`config.mk`:
```
export PLATFORM = sky130hd
export DESIGN_NAME = swlm_write_lane_mask
export DESIGN_NICKNAME = d
export VERILOG_FILES = /design/src/verilog/swlm_pkg.sv /design/src/verilog/swlm_write_lane_mask.sv
export VERILOG_INCLUDE_DIRS = /design/src /design/src/verilog
export SDC_FILE = /design/constraint.sdc
export NUM_CORES = 2
export LEC_CHECK = 0
export BUFFER_PORTS_ARGS = -buffer_cell sky130_fd_sc_hd__buf_2
export CORE_MARGIN = 5
export CORE_UTILIZATION = 24
export CTS_CLUSTER_SIZE = 12
export DETAILED_ROUTE_END_ITERATION = 10
export GPL_ROUTABILITY_DRIVEN = 0
export SLEW_MARGIN = 5
export SYNTH_ARGS = -nofsm -noshare
export SYNTH_HDL_FRONTEND = slang
export SYNTH_HIERARCHICAL = 1
export SYNTH_SLANG_ARGS = --single-unit
```
`constraint.sdc`:
```
create_clock -name pclk -period 10.5 [get_ports pclk]
set_clock_uncertainty 0.2 [all_clocks]
set_input_delay 1.05 -clock pclk [delete_from_list [all_inputs] [get_ports pclk]]
set_output_delay 1.05 -clock pclk [all_outputs]
set_load 0.02 [all_outputs]
```
`src/verilog/swlm_defines.svh`:
```
// constants for the sram write lane mask block
//------------------------------------------------------------------------
// Contract
//------------------------------------------------------------------------
`ifndef SWLM_DEFINES_SVH
`define SWLM_DEFINES_SVH

// widths and depths
`define SWLM_DATA_W      36
`define SWLM_LANES       4
`define SWLM_ADDR_W      4
`define SWLM_FIFO_DEPTH  8
`define SWLM_FIFO_W      84

// apb register byte offsets
`define SWLM_OFF_CTRL    12'h000
`define SWLM_OFF_STATUS  12'h004
`define SWLM_OFF_PEEKA   12'h008
`define SWLM_OFF_PEEKD   12'h00C

// control register fields
`define SWLM_CTRL_ORG_LSB  0
`define SWLM_CTRL_SINGLE   2
`define SWLM_CTRL_HOLD     3
`define SWLM_CTRL_RESET    4'h3

// status register fields
`define SWLM_STAT_LVL_LSB  0
`define SWLM_STAT_DROP_LSB 8
`define SWLM_STAT_WPEND    16
`define SWLM_STAT_RBUSY    17

`endif

```
`src/verilog/swlm_pkg.sv`:
```
// types shared by the sram write lane mask block
package swlm_pkg;
	// data organisation of the write port
	typedef enum logic [1:0]
	{
		SWLM_ORG_X8  = 2'b00,
		SWLM_ORG_X9  = 2'b01,
		SWLM_ORG_X18 = 2'b10,
		SWLM_ORG_X36 = 2'b11
	} swlm_org_t;

	// read port sequencing
	typedef enum logic [2:0]
	{
		SWLM_RD_IDLE = 3'b000,
		SWLM_RD_ARM  = 3'b001,
		SWLM_RD_B0   = 3'b010,
		SWLM_RD_B1   = 3'b011,
		SWLM_RD_TAIL = 3'b100
	} swlm_rd_t;
endpackage

```
`src/verilog/swlm_write_lane_mask.sv`:
```
// burst sram write lane masking core with fifo, read port and apb
//
// Decided for this implementation: the register offsets and the APB slave port.
`timescale 1ns/1ps
`include "swlm_defines.svh"

//------------------------------------------------------------------------
// swlm_fifo: synchronous fifo, depth must be a power of two
//------------------------------------------------------------------------
module swlm_fifo
#(
	parameter int WIDTH = 8,
	parameter int DEPTH = 8
)
(
	// clock and reset
	input  wire logic                       clk,
	input  wire logic                       rst_n,
	// filling side
	input  wire logic                       in_valid,
	output logic                            in_ready,
	input  wire logic [WIDTH-1:0]           in_data,
	// draining side
	output logic                            out_valid,
	input  wire logic                       out_ready,
	output logic [WIDTH-1:0]                out_data,
	// fill level
	output logic [$clog2(DEPTH):0]          level
);
	localparam int AW = $clog2(DEPTH);

	logic [WIDTH-1:0] store [DEPTH];        // word storage
	logic [AW-1:0]    wr_ptr_reg;           // next slot to fill
	logic [AW-1:0]    rd_ptr_reg;           // next slot to drain
	logic [AW:0]      count_reg;            // words held
	logic             push;                 // accepted write
	logic             pop;                  // accepted read

	// honest full and empty from the count
	assign in_ready  = (count_reg != (AW+1)'(DEPTH));
	assign out_valid = (count_reg != '0);
	assign push      = in_valid & in_ready;
	assign pop       = out_valid & out_ready;
	assign out_data  = store[rd_ptr_reg];
	assign level     = count_reg;

	// storage write, no reset needed on data
	always_ff @(posedge clk)
	begin
		if (push)
			store[wr_ptr_reg] <= in_data;
	end

	// pointers and count
	always_ff @(posedge clk or negedge rst_n)
	begin
		if (!rst_n)
		begin
			wr_ptr_reg <= '0;
			rd_ptr_reg <= '0;
			count_reg  <= '0;
		end
		else
		begin
			wr_ptr_reg <= wr_ptr_reg + AW'(push);
			rd_ptr_reg <= rd_ptr_reg + AW'(pop);
			count_reg  <= count_reg + (AW+1)'(push) - (AW+1)'(pop);
		end
	end
endmodule

//------------------------------------------------------------------------
// swlm_write_lane_mask: top of the block
//------------------------------------------------------------------------
module swlm_write_lane_mask
(
	// apb slave
	input  wire logic                       pclk,
	input  wire logic                       presetn,
	input  wire logic                       psel,
	input  wire logic                       penable,
	input  wire logic                       pwrite,
	input  wire logic [11:0]                paddr,
	input  wire logic [31:0]                pwdata,
	output logic [31:0]                     prdata,
	output logic                            pready,
	output logic                            pslverr,
	// input timing clock pair, sampled as levels
	input  wire logic                       k,
	input  wire logic                       k_n,
	// output timing clock pair, sampled as levels
	input  wire logic                       c,
	input  wire logic                       c_n,
	// write port
	input  wire logic                       write_port_select_n,
	input  wire logic [`SWLM_ADDR_W-1:0]    wr_addr,
	input  wire logic [`SWLM_DATA_W-1:0]    d,
	input  wire logic [`SWLM_LANES-1:0]     byte_lane_mask_n,
	output logic                            write_ready,
	// read port
	input  wire logic                       read_port_select_n,
	input  wire logic [`SWLM_ADDR_W-1:0]    rd_addr,
	output logic [`SWLM_DATA_W-1:0]         q,
	output logic                            q_oe
);
	localparam int DW = `SWLM_DATA_W;
	localparam int AW = `SWLM_ADDR_W;
	localparam int LN = `SWLM_LANES;

	//--------------------------------------------------------------------
	// helper functions
	//--------------------------------------------------------------------

	// per-bit store enable from organisation and active-low lane selects
	function automatic logic [DW-1:0] lane_enable(
		input swlm_pkg::swlm_org_t org,
		input logic [LN-1:0]       mask_n
	);
		logic [DW-1:0] en;
		en = '0;
		case (org)
			swlm_pkg::SWLM_ORG_X8:
			begin
				en[3:0] = {4{~mask_n[0]}};
				en[7:4] = {4{~mask_n[1]}};
			end
			swlm_pkg::SWLM_ORG_X9:
				en[8:0] = {9{~mask_n[0]}};
			swlm_pkg::SWLM_ORG_X18:
			begin
				en[8:0]  = {9{~mask_n[0]}};
				en[17:9] = {9{~mask_n[1]}};
			end
			swlm_pkg::SWLM_ORG_X36:
				for (int i = 0; i < LN; i++)
					en[i*9 +: 9] = {9{~mask_n[i]}};
			default:
				en = '0;
		endcase
		return en;
	endfunction

	// keep unselected bits, take selected ones; no enable keeps all
	function automatic logic [DW-1:0] merge(
		input logic [DW-1:0] old_w,
		input logic [DW-1:0] new_w,
		input logic [DW-1:0] en
	);
		return (old_w & ~en) | (new_w & en);
	endfunction

	//--------------------------------------------------------------------
	// state
	//--------------------------------------------------------------------
	logic [DW-1:0]      array [2**(AW+1)];  // two words per location
	logic [3:0]         ctrl_reg;           // org, single clock, hold
	logic [AW:0]        peek_sel_reg;       // word picked for peek
	logic [7:0]         drop_reg;           // bursts lost to full fifo
	logic               k_q_reg;            // last sampled k
	logic               kn_q_reg;           // last sampled k_n
	logic               c_q_reg;            // last sampled c
	logic               cn_q_reg;           // last sampled c_n
	logic               wpend_reg;          // first beat held
	logic [DW-1:0]      beat0_reg;          // first beat data
	logic [LN-1:0]      mask0_reg;          // first beat lane selects
	logic               push_reg;           // burst ready for fifo
	logic [`SWLM_FIFO_W-1:0] burst_reg;     // packed burst
	swlm_pkg::swlm_rd_t rd_state_reg;       // read sequencer
	swlm_pkg::swlm_rd_t rd_state_next;
	logic [AW-1:0]      raddr_reg;          // latched read address
	logic [DW-1:0]      q_reg;              // read data out
	logic               q_oe_reg;           // read data enable
	logic               write_ready_reg;    // fifo room, registered
	logic [31:0]        prdata_reg;
	logic               pready_reg;
	logic               pslverr_reg;

	//--------------------------------------------------------------------
	// decode
	//--------------------------------------------------------------------
	wire swlm_pkg::swlm_org_t org =
		swlm_pkg::swlm_org_t'(ctrl_reg[`SWLM_CTRL_ORG_LSB +: 2]);
	wire single_clk = ctrl_reg[`SWLM_CTRL_SINGLE];
	wire hold       = ctrl_reg[`SWLM_CTRL_HOLD];
	wire k_rise     = k & ~k_q_reg;
	wire kn_rise    = k_n & ~kn_q_reg;
	// output clock edges fall back to the input pair in single mode
	wire o_rise     = single_clk ? k_rise : (c & ~c_q_reg);
	wire on_rise    = single_clk ? kn_rise : (c_n & ~cn_q_reg);
	wire wr_start   = k_rise & ~write_port_select_n;
	wire wr_second  = kn_rise & wpend_reg;
	wire rd_start   = k_rise & ~read_port_select_n &
	                  (rd_state_reg == swlm_pkg::SWLM_RD_IDLE);

	// fifo wiring
	wire                    f_in_ready;
	wire                    f_out_valid;
	wire [`SWLM_FIFO_W-1:0] f_out_data;
	wire [3:0]              f_level;
	wire                    commit = f_out_valid & ~hold;

	// fifo word fields: addr, mask1, beat1, mask0, beat0
	wire [DW-1:0] c_beat0 = f_out_data[DW-1:0];
	wire [LN-1:0] c_mask0 = f_out_data[DW +: LN];
	wire [DW-1:0] c_beat1 = f_out_data[DW+LN +: DW];
	wire [LN-1:0] c_mask1 = f_out_data[2*DW+LN +: LN];
	wire [AW-1:0] c_addr  = f_out_data[2*DW+2*LN +: AW];
	wire [AW:0]   c_a0    = {c_addr, 1'b0};
	wire [AW:0]   c_a1    = {c_addr, 1'b1};

	// apb phases
	wire apb_first = psel & penable & ~pready_reg;
	wire apb_done  = psel & penable & pready_reg;
	wire hit_ctrl  = (paddr == `SWLM_OFF_CTRL);
	wire hit_stat  = (paddr == `SWLM_OFF_STATUS);
	wire hit_pa    = (paddr == `SWLM_OFF_PEEKA);
	wire hit_pd    = (paddr == `SWLM_OFF_PEEKD);
	wire hit_any   = hit_ctrl | hit_stat | hit_pa | hit_pd;

	wire [31:0] status_w = {14'h0000, rd_state_reg != swlm_pkg::SWLM_RD_IDLE,
	                        wpend_reg, drop_reg, 4'h0, f_level};
	wire [31:0] rd_mux   =
		hit_ctrl ? {28'h000_0000, ctrl_reg} :
		hit_stat ? status_w :
		hit_pa   ? {27'h000_0000, peek_sel_reg} :
		hit_pd   ? array[peek_sel_reg][31:0] : 32'h0000_0000;

	//--------------------------------------------------------------------
	// burst fifo between pin capture and array commit
	//--------------------------------------------------------------------
	swlm_fifo
	#(
		.WIDTH (`SWLM_FIFO_W),
		.DEPTH (`SWLM_FIFO_DEPTH)
	)
	u_fifo
	(
		.clk       (pclk),
		.rst_n     (presetn),
		.in_valid  (push_reg),
		.in_ready  (f_in_ready),
		.in_data   (burst_reg),
		.out_valid (f_out_valid),
		.out_ready (~hold),
		.out_data  (f_out_data),
		.level     (f_level)
	);

	//--------------------------------------------------------------------
	// pin edge sampling
	//--------------------------------------------------------------------
	always_ff @(posedge pclk or negedge presetn)
	begin
		if (!presetn)
		begin
			k_q_reg  <= 1'b0;
			kn_q_reg <= 1'b0;
			c_q_reg  <= 1'b0;
			cn_q_reg <= 1'b0;
		end
		else
		begin
			k_q_reg  <= k;
			kn_q_reg <= k_n;
			c_q_reg  <= c;
			cn_q_reg <= c_n;
		end
	end

	//--------------------------------------------------------------------
	// write capture: beat and mask per input clock edge
	//--------------------------------------------------------------------
	always_ff @(posedge pclk or negedge presetn)
	begin
		if (!presetn)
		begin
			wpend_reg <= 1'b0;
			beat0_reg <= '0;
			mask0_reg <= '1;
			push_reg  <= 1'b0;
			burst_reg <= '0;
			drop_reg  <= 8'h00;
		end
		else
		begin
			push_reg <= 1'b0;
			if (wr_start)
			begin
				wpend_reg <= 1'b1;
				beat0_reg <= d;
				mask0_reg <= byte_lane_mask_n;
			end
			else if (wr_second)
			begin
				wpend_reg <= 1'b0;
				// second beat, its own mask, and the address
				burst_reg <= {wr_addr, byte_lane_mask_n, d,
				              mask0_reg, beat0_reg};
				push_reg  <= 1'b1;
			end
			// a full fifo loses the burst; count it, saturating
			if (push_reg && !f_in_ready && drop_reg != 8'hFF)
				drop_reg <= drop_reg + 8'h01;
		end
	end

	//--------------------------------------------------------------------
	// array commit: both beats in one update
	//--------------------------------------------------------------------
	always_ff @(posedge pclk)
	begin
		if (commit)
		begin
			array[c_a0] <= merge(array[c_a0], c_beat0,
			                     lane_enable(org, c_mask0));
			array[c_a1] <= merge(array[c_a1], c_beat1,
			                     lane_enable(org, c_mask1));
		end
	end

	//--------------------------------------------------------------------
	// read sequencer
	//--------------------------------------------------------------------
	always_comb
	begin
		rd_state_next = rd_state_reg;
		case (rd_state_reg)
			swlm_pkg::SWLM_RD_IDLE:
				if (rd_start)
					rd_state_next = swlm_pkg::SWLM_RD_ARM;
			swlm_pkg::SWLM_RD_ARM:
				if (o_rise)
					rd_state_next = swlm_pkg::SWLM_RD_B0;
			swlm_pkg::SWLM_RD_B0:
				if (on_rise)
					rd_state_next = swlm_pkg::SWLM_RD_B1;
			swlm_pkg::SWLM_RD_B1:
				if (o_rise)
					rd_state_next = swlm_pkg::SWLM_RD_TAIL;
			swlm_pkg::SWLM_RD_TAIL:
				if (on_rise)
					rd_state_next = swlm_pkg::SWLM_RD_IDLE;
			default:
				rd_state_next = swlm_pkg::SWLM_RD_IDLE;
		endcase
	end

	// read data and enable follow c and c_n, or k and k_n in single clock mode
	always_ff @(posedge pclk or negedge presetn)
	begin
		if (!presetn)
		begin
			rd_state_reg <= swlm_pkg::SWLM_RD_IDLE;
			raddr_reg    <= '0;
			q_reg        <= '0;
			q_oe_reg     <= 1'b0;
		end
		else
		begin
			rd_state_reg <= rd_state_next;
			if (rd_start)
				raddr_reg <= rd_addr;
			if (rd_state_reg == swlm_pkg::SWLM_RD_B0 && on_rise)
			begin
				q_reg    <= array[{raddr_reg, 1'b0}];
				q_oe_reg <= 1'b1;
			end
			else if (rd_state_reg == swlm_pkg::SWLM_RD_B1 && o_rise)
				q_reg    <= array[{raddr_reg, 1'b1}];
			else if (rd_state_reg == swlm_pkg::SWLM_RD_TAIL && on_rise)
				q_oe_reg <= 1'b0;
		end
	end

	//--------------------------------------------------------------------
	// apb slave: one wait state, write lands on the pready edge
	//--------------------------------------------------------------------
	always_ff @(posedge pclk or negedge presetn)
	begin
		if (!presetn)
		begin
			ctrl_reg        <= `SWLM_CTRL_RESET;
			peek_sel_reg    <= '0;
			prdata_reg      <= 32'h0000_0000;
			pready_reg      <= 1'b0;
			pslverr_reg     <= 1'b0;
			write_ready_reg <= 1'b0;
		end
		else
		begin
			write_ready_reg <= f_in_ready;
			pready_reg      <= apb_first;
			if (apb_first)
			begin
				prdata_reg  <= pwrite ? 32'h0000_0000 : rd_mux;
				pslverr_reg <= ~hit_any;
			end
			else
				pslverr_reg <= 1'b0;
			if (apb_done && pwrite && hit_ctrl)
				ctrl_reg <= pwdata[3:0];
			if (apb_done && pwrite && hit_pa)
				peek_sel_reg <= pwdata[AW:0];
		end
	end

	//--------------------------------------------------------------------
	// outputs
	//--------------------------------------------------------------------
	assign prdata      = prdata_reg;
	assign pready      = pready_reg;
	assign pslverr     = pslverr_reg;
	assign q           = q_reg;
	assign q_oe        = q_oe_reg;
	assign write_ready = write_ready_reg;
endmodule

```
Word level (Yosys, flattened, before mapping)
Memories as Yosys holds them, arrays and structs flattened.
Cells that the tools add are included.
- flip-flop bits (word level): 236
- RAM bits: 1824
- input bits: 103
- output and inout port bits: 72
- memories: 2
- memory list (name ; words ; bits a word ; rd ports ; clocked after memory_dff ; wr ports ; RTL line ; text):
    array ; 32 ; 36 ; 5 ; 0 ; 2 ; swlm_write_lane_mask.sv:155 ; logic [DW-1:0] array [2**(AW+1)];
    u_fifo.store ; 8 ; 84 ; 1 ; 0 ; 1 ; swlm_write_lane_mask.sv:32 ; logic [WIDTH-1:0] store [DEPTH];
- add/subtract/negate cells: 5
- equality and inequality tests: 18
- multiplexer cells: 43
- bitwise operators: 42
- reductions and logical operators: 22
- operator list (kind ; number):
    two-way mux 32 bit ; 5
    AND 36 bit ; 4
    two-way mux 18 bit ; 4
    two-way mux 36 bit ; 2
    inverter 36 bit ; 2
    bitwise OR 36 bit ; 2
    two-way mux 9 bit ; 4
    one-hot mux 8 bit (2 select lines) ; 2
    == test 12 x 4 -> 1 bit, second input constant ; 2
    two-way mux 1 bit ; 18
    inverter 1 bit ; 18
    two-way mux 8 bit ; 2
    two-way mux 3 bit ; 5
    one-hot mux 3 bit (5 select lines) ; 1
    AND 1 bit ; 13
    == test 12 x 3 -> 1 bit, second input constant ; 1
    zero test 12 bit ; 1
    != test 2 bit, second input constant ; 6
    adder 8 x 1 -> 8 bit, second input constant ; 1
    logical AND 1 bit ; 8
    != test 8 bit, second input constant ; 1
    adder 3 x 1 -> 3 bit ; 2
    == test 3 x 2 -> 1 bit, second input constant ; 2
    nonzero test 2 bit ; 3
    other kinds (17) ; 21

Depth between registers and ports, before layout
- depth after elaboration: 7
- gate-level depth with buffers: 11
- gate-level depth less buffers: 10

By module
Netlist, hierarchy kept.
- modules (own cells, without submodules) (module ; instances ; cells each ; area an instance (µm²) ; sequential area each (µm²)):
    swlm_write_lane_mask ; 1 ; 3357 ; 69688.1 ; 40256.1
    swlm_fifo ; 1 ; 1024 ; 25763.5 ; 20429.6

Least setup slack after synthesis
No wires, ideal clock.
- kind: reg-to-reg
- start: register u_fifo.rd_ptr_reg[0]
- end: memory array[0][0] (netlist bit) (enable)
- setup time: 0.590 ns
- arrival: 7.352 ns
- required time: 9.710 ns
- setup slack: 2.358 ns
- cell stages (with the launch flop): 10
- path buffers: 5
- period minus slack after synthesis: 8.142 ns
- cell sequence: dfrtp_1 -> buf_2 -> buf_6 -> buf_6 -> mux4_2 -> mux2_2 -> buf_1 -> clkbuf_1 -> or3_1 -> nor3_1
- RTL lines (item ; RTL line ; text):
    start: declaration ; swlm_write_lane_mask.sv:34 ; logic [AW-1:0] rd_ptr_reg;
    start signal: assignment ; swlm_write_lane_mask.sv:66 ; rd_ptr_reg <= rd_ptr_reg + AW'(pop);
    end: declaration ; swlm_write_lane_mask.sv:155 ;

==> impl_results.md <==
* Total gr overflow at 0
* Leakage power at 30.4 nW
* EDFF count, synth at 1,824
* CTS root buf: clkbuf_16
* Final number of hold-violating endpoints at 0
* Slowest stage cell, crit path: dfrtp_4
* Clk pwr share at 0.365
* Drt drc at 0
* Mapped Cells at 4,381
* FFs w/ async S/R, synth at 0.115
* Chip height at 641 um
* Critical path type: reg -> reg
* Vias at 49.2k
* Syn_area_per_cell at 21.8 um2
* Worst Hold Class: in -> reg
* Crit share post-route at 0.551
* Main synth FF type: edfxtp_1
* DR iter-0 viols at 5,107
* Worst-Margin Slew at 1.18 ns
* Finished Core Util at 0.275
* Unique masters post-synth at 60
* Antenna-violating nets left at 0
* Max Fclk at 0.173 GHz
* Row cnt at 231
* Vias in the first global route at 52.4k
* Peak supply drop at 0.000225 V
* Cell Pwr Density at 187 nW/um2
* Starting density of the core at 0.241
* Largest stage delay, worst path at 0.99 ns
* Worst EP required at 10.89 ns
* Critical Path End Type: register
* NumNets Final at 4,643
* Fillers at 38.8k
* Port Buffer Count at 147
* I/O pins at 175
* Cts bufs inserted at 217
* Clock slew at reported path FFs at 0.06 ns
* Cell mode on critical path: mux4_2
* Multi-input logic area at 33,100 um2
* CTS sink count at 2,060
* Die Width at 641 um
* Register area share after synthesis at 0.636
* Global-route wire length before repair at 395 mm
* Largest net degree at the start of global routing at 154
* # Max-Cap Violations at 0
* Share of cells above drive strength 1 at 0.424
* WL/cell at 27.4 um
* Largest register FFs at 1,152
* Outcome: finished clean
* Number of synthesized register bits at 2,060
* Comb pwr share at 0.143
* Unrepaired setup endpoints after global routing: false
* Die area at 410,000 um2
* CP Cell Sequence: mux4_2 -> mux2_8 -> buf_4 -> buf_4 -> mux4_2 -> mux4_2 -> mux2_2
* TritonCTS clock tree: done
* Critical Path Start Type: register
* Post_cts resized at 0
* Initial antenna violation count at 13
* Net switching power figure at 5.26 mW
* Slew HR at 0.214
* Final setup fails at 0
* Post-Syn Area at 95,500 um2
* Yosys warns at 6
* WL final at 273 mm
* Htree depth at 4
* P&R area growth vs syn at 14.1%
* Flop pwr share at 0.492
* Sw frac at 0.259
* Crit Path Max Fanout at 53
* GRT Total Usage at 0.131
* HPWL Detailed at 163 mm
* Sum Neg Setup Slack at 0 ns
* Critical Path AT at 6.17 ns
* 1st-pass router iterations at 5
* Final Critical Period at 5.79 ns
* Via density at 4.95
* Clock buffer depth at 4
* Register cell area after layout at 60,700 um2
* Syn nets at 4,496
* Pins Over Slew Limit at 0
* Core ar. at 396,000 um2
* Worst-Skew Late Latency at 0.88 ns
* Internal at 15.1 mW
## worst max-delay path, delay by kind of cell (launching register included)
family | cells | cell delay, ns
DFF | 1 | 0.99
buffers and inverters | 2 | 1.67
muxes | 5 | 2.42
## layout make-up
type	count	area share
diodes	9	0.000207
clock buffers	344	0.0572
clock inverters	51	0.00482
inverters	18	0.000666
multi-input cells	1969	0.304
flip-flops and latches	2060	0.557
well taps	5242	0.0602
repair buffers	262	0.0156
## final timing paths
check,from,to,slack (ns),depth (start not counted)
max,u_fifo/rd_ptr_reg[2],array[16][31],4.71,7
max in group asynchronous,presetn,raddr_reg[2],8.01,3
min,c,c_q_reg,0.11,1
min in group asynchronous,presetn,burst_reg[42],0.60,2
max reg2reg,u_fifo/rd_ptr_reg[2],array[16][31],4.71,7
min reg2reg,q[9],q[9],0.26,2
## cells in the final DEF, fill, tap and decap left out, types with 9 or more instances in the layout
cell type  count
a211oi_1      30
a21oi_1       10
a22oi_1       47
and2_1        30
and3_1        11
buf_2        146
buf_4        107
clkbuf_1      97
clkbuf_16    219
clkbuf_8      28
clkinv_1      13
clkinv_2      21
dfrtp_1      218
dfrtp_4       10
diode_2        9
edfxtp_1    1824
ha_1          11
inv_1         15
mux2_1        87
mux2_2       200
mux2i_1       19
mux4_2      1181
nand2_1      134
nand3_1        9
nor2_1        44
nor2_4        21
o21ai_1       14
o41ai_1       17
## per-layer routing
| layer | vias up | part of all wire | track usage |
|---|---|---|---|
| li1 | 19500 | - | - |
| met1 | 27200 | 0.38 | 0.164 |
| met2 | 2169 | 0.51 | 0.224 |
| met3 | 432 | 0.074 | 0.0256 |
| met4 | 4 | 0.037 | 0.0467 |
| met5 | - | 0.000077 | 0 |
## cell usage after synthesis (all sizes together), types with 18 or more instances
cell type  number  share of area
mux2          291          0.034
buf           185          0.013
o21ai          18        0.00094
and2           30         0.0020
a211oi         30         0.0024
edfxtp       1824           0.57
mux4         1181           0.28
a22oi          47         0.0037
nand2         134         0.0053
dfrtp         230          0.060
nor2           66         0.0026
clkbuf        149         0.0059
mux2i          19         0.0020
## through the flow
step           instance area (um2)  worst slack (ns)  hold slack (ns)  power [mW]  cells
5_1_grt                     109000              4.29           0.0471        21.1   9951
6_report                    109000              4.71            0.108        20.3   9955
2_1_floorplan                95500              2.36            0.260        12.1   4381
3_5_place_dp                102000              4.55            0.255        13.2   9550
4_1_cts                     109000              4.58           0.0346        20.6   9946
3_3_place_gp                102000              4.57            0.258        13.1   9550
## power groups by stage
stage | combinational (mW) | sequential [mW] | clock, mW
floorplan | 2.10 | 9.98 | 0
global placement | 2.99 | 10.1 | 0
detailed placement | 3.00 | 10.2 | 0
CTS | 3.00 | 10.0 | 7.58
global route | 3.13 | 10.1 | 7.94
finish | 2.90 | 9.99 | 7.42
## kinds of logic (layout without fill, tap and decap cells)
kind of cell / after synthesis / in the layout / synth area share
AOI/OAI and AO/OA: 141 / 141 / 0.0109
xor gates and xnor gates: 13 / 13 / 0.00119
adders and majority gates: 12 / 12 / 0.00165
buffers and inverters: 352 / 675 / 0.0199
DFF: 2060 / 2060 / 0.636
muxes: 1491 / 1491 / 0.315
other: 0 / 9 / 0
and+or+nand+nor: 312 / 312 / 0.0156
## what timing repair did
action                                 CTS  global route
endpoints found under the hold margin   27             0
hold buffers                             1             0
buffers inserted                         0             0
Power figures use the tool's default switching activity.
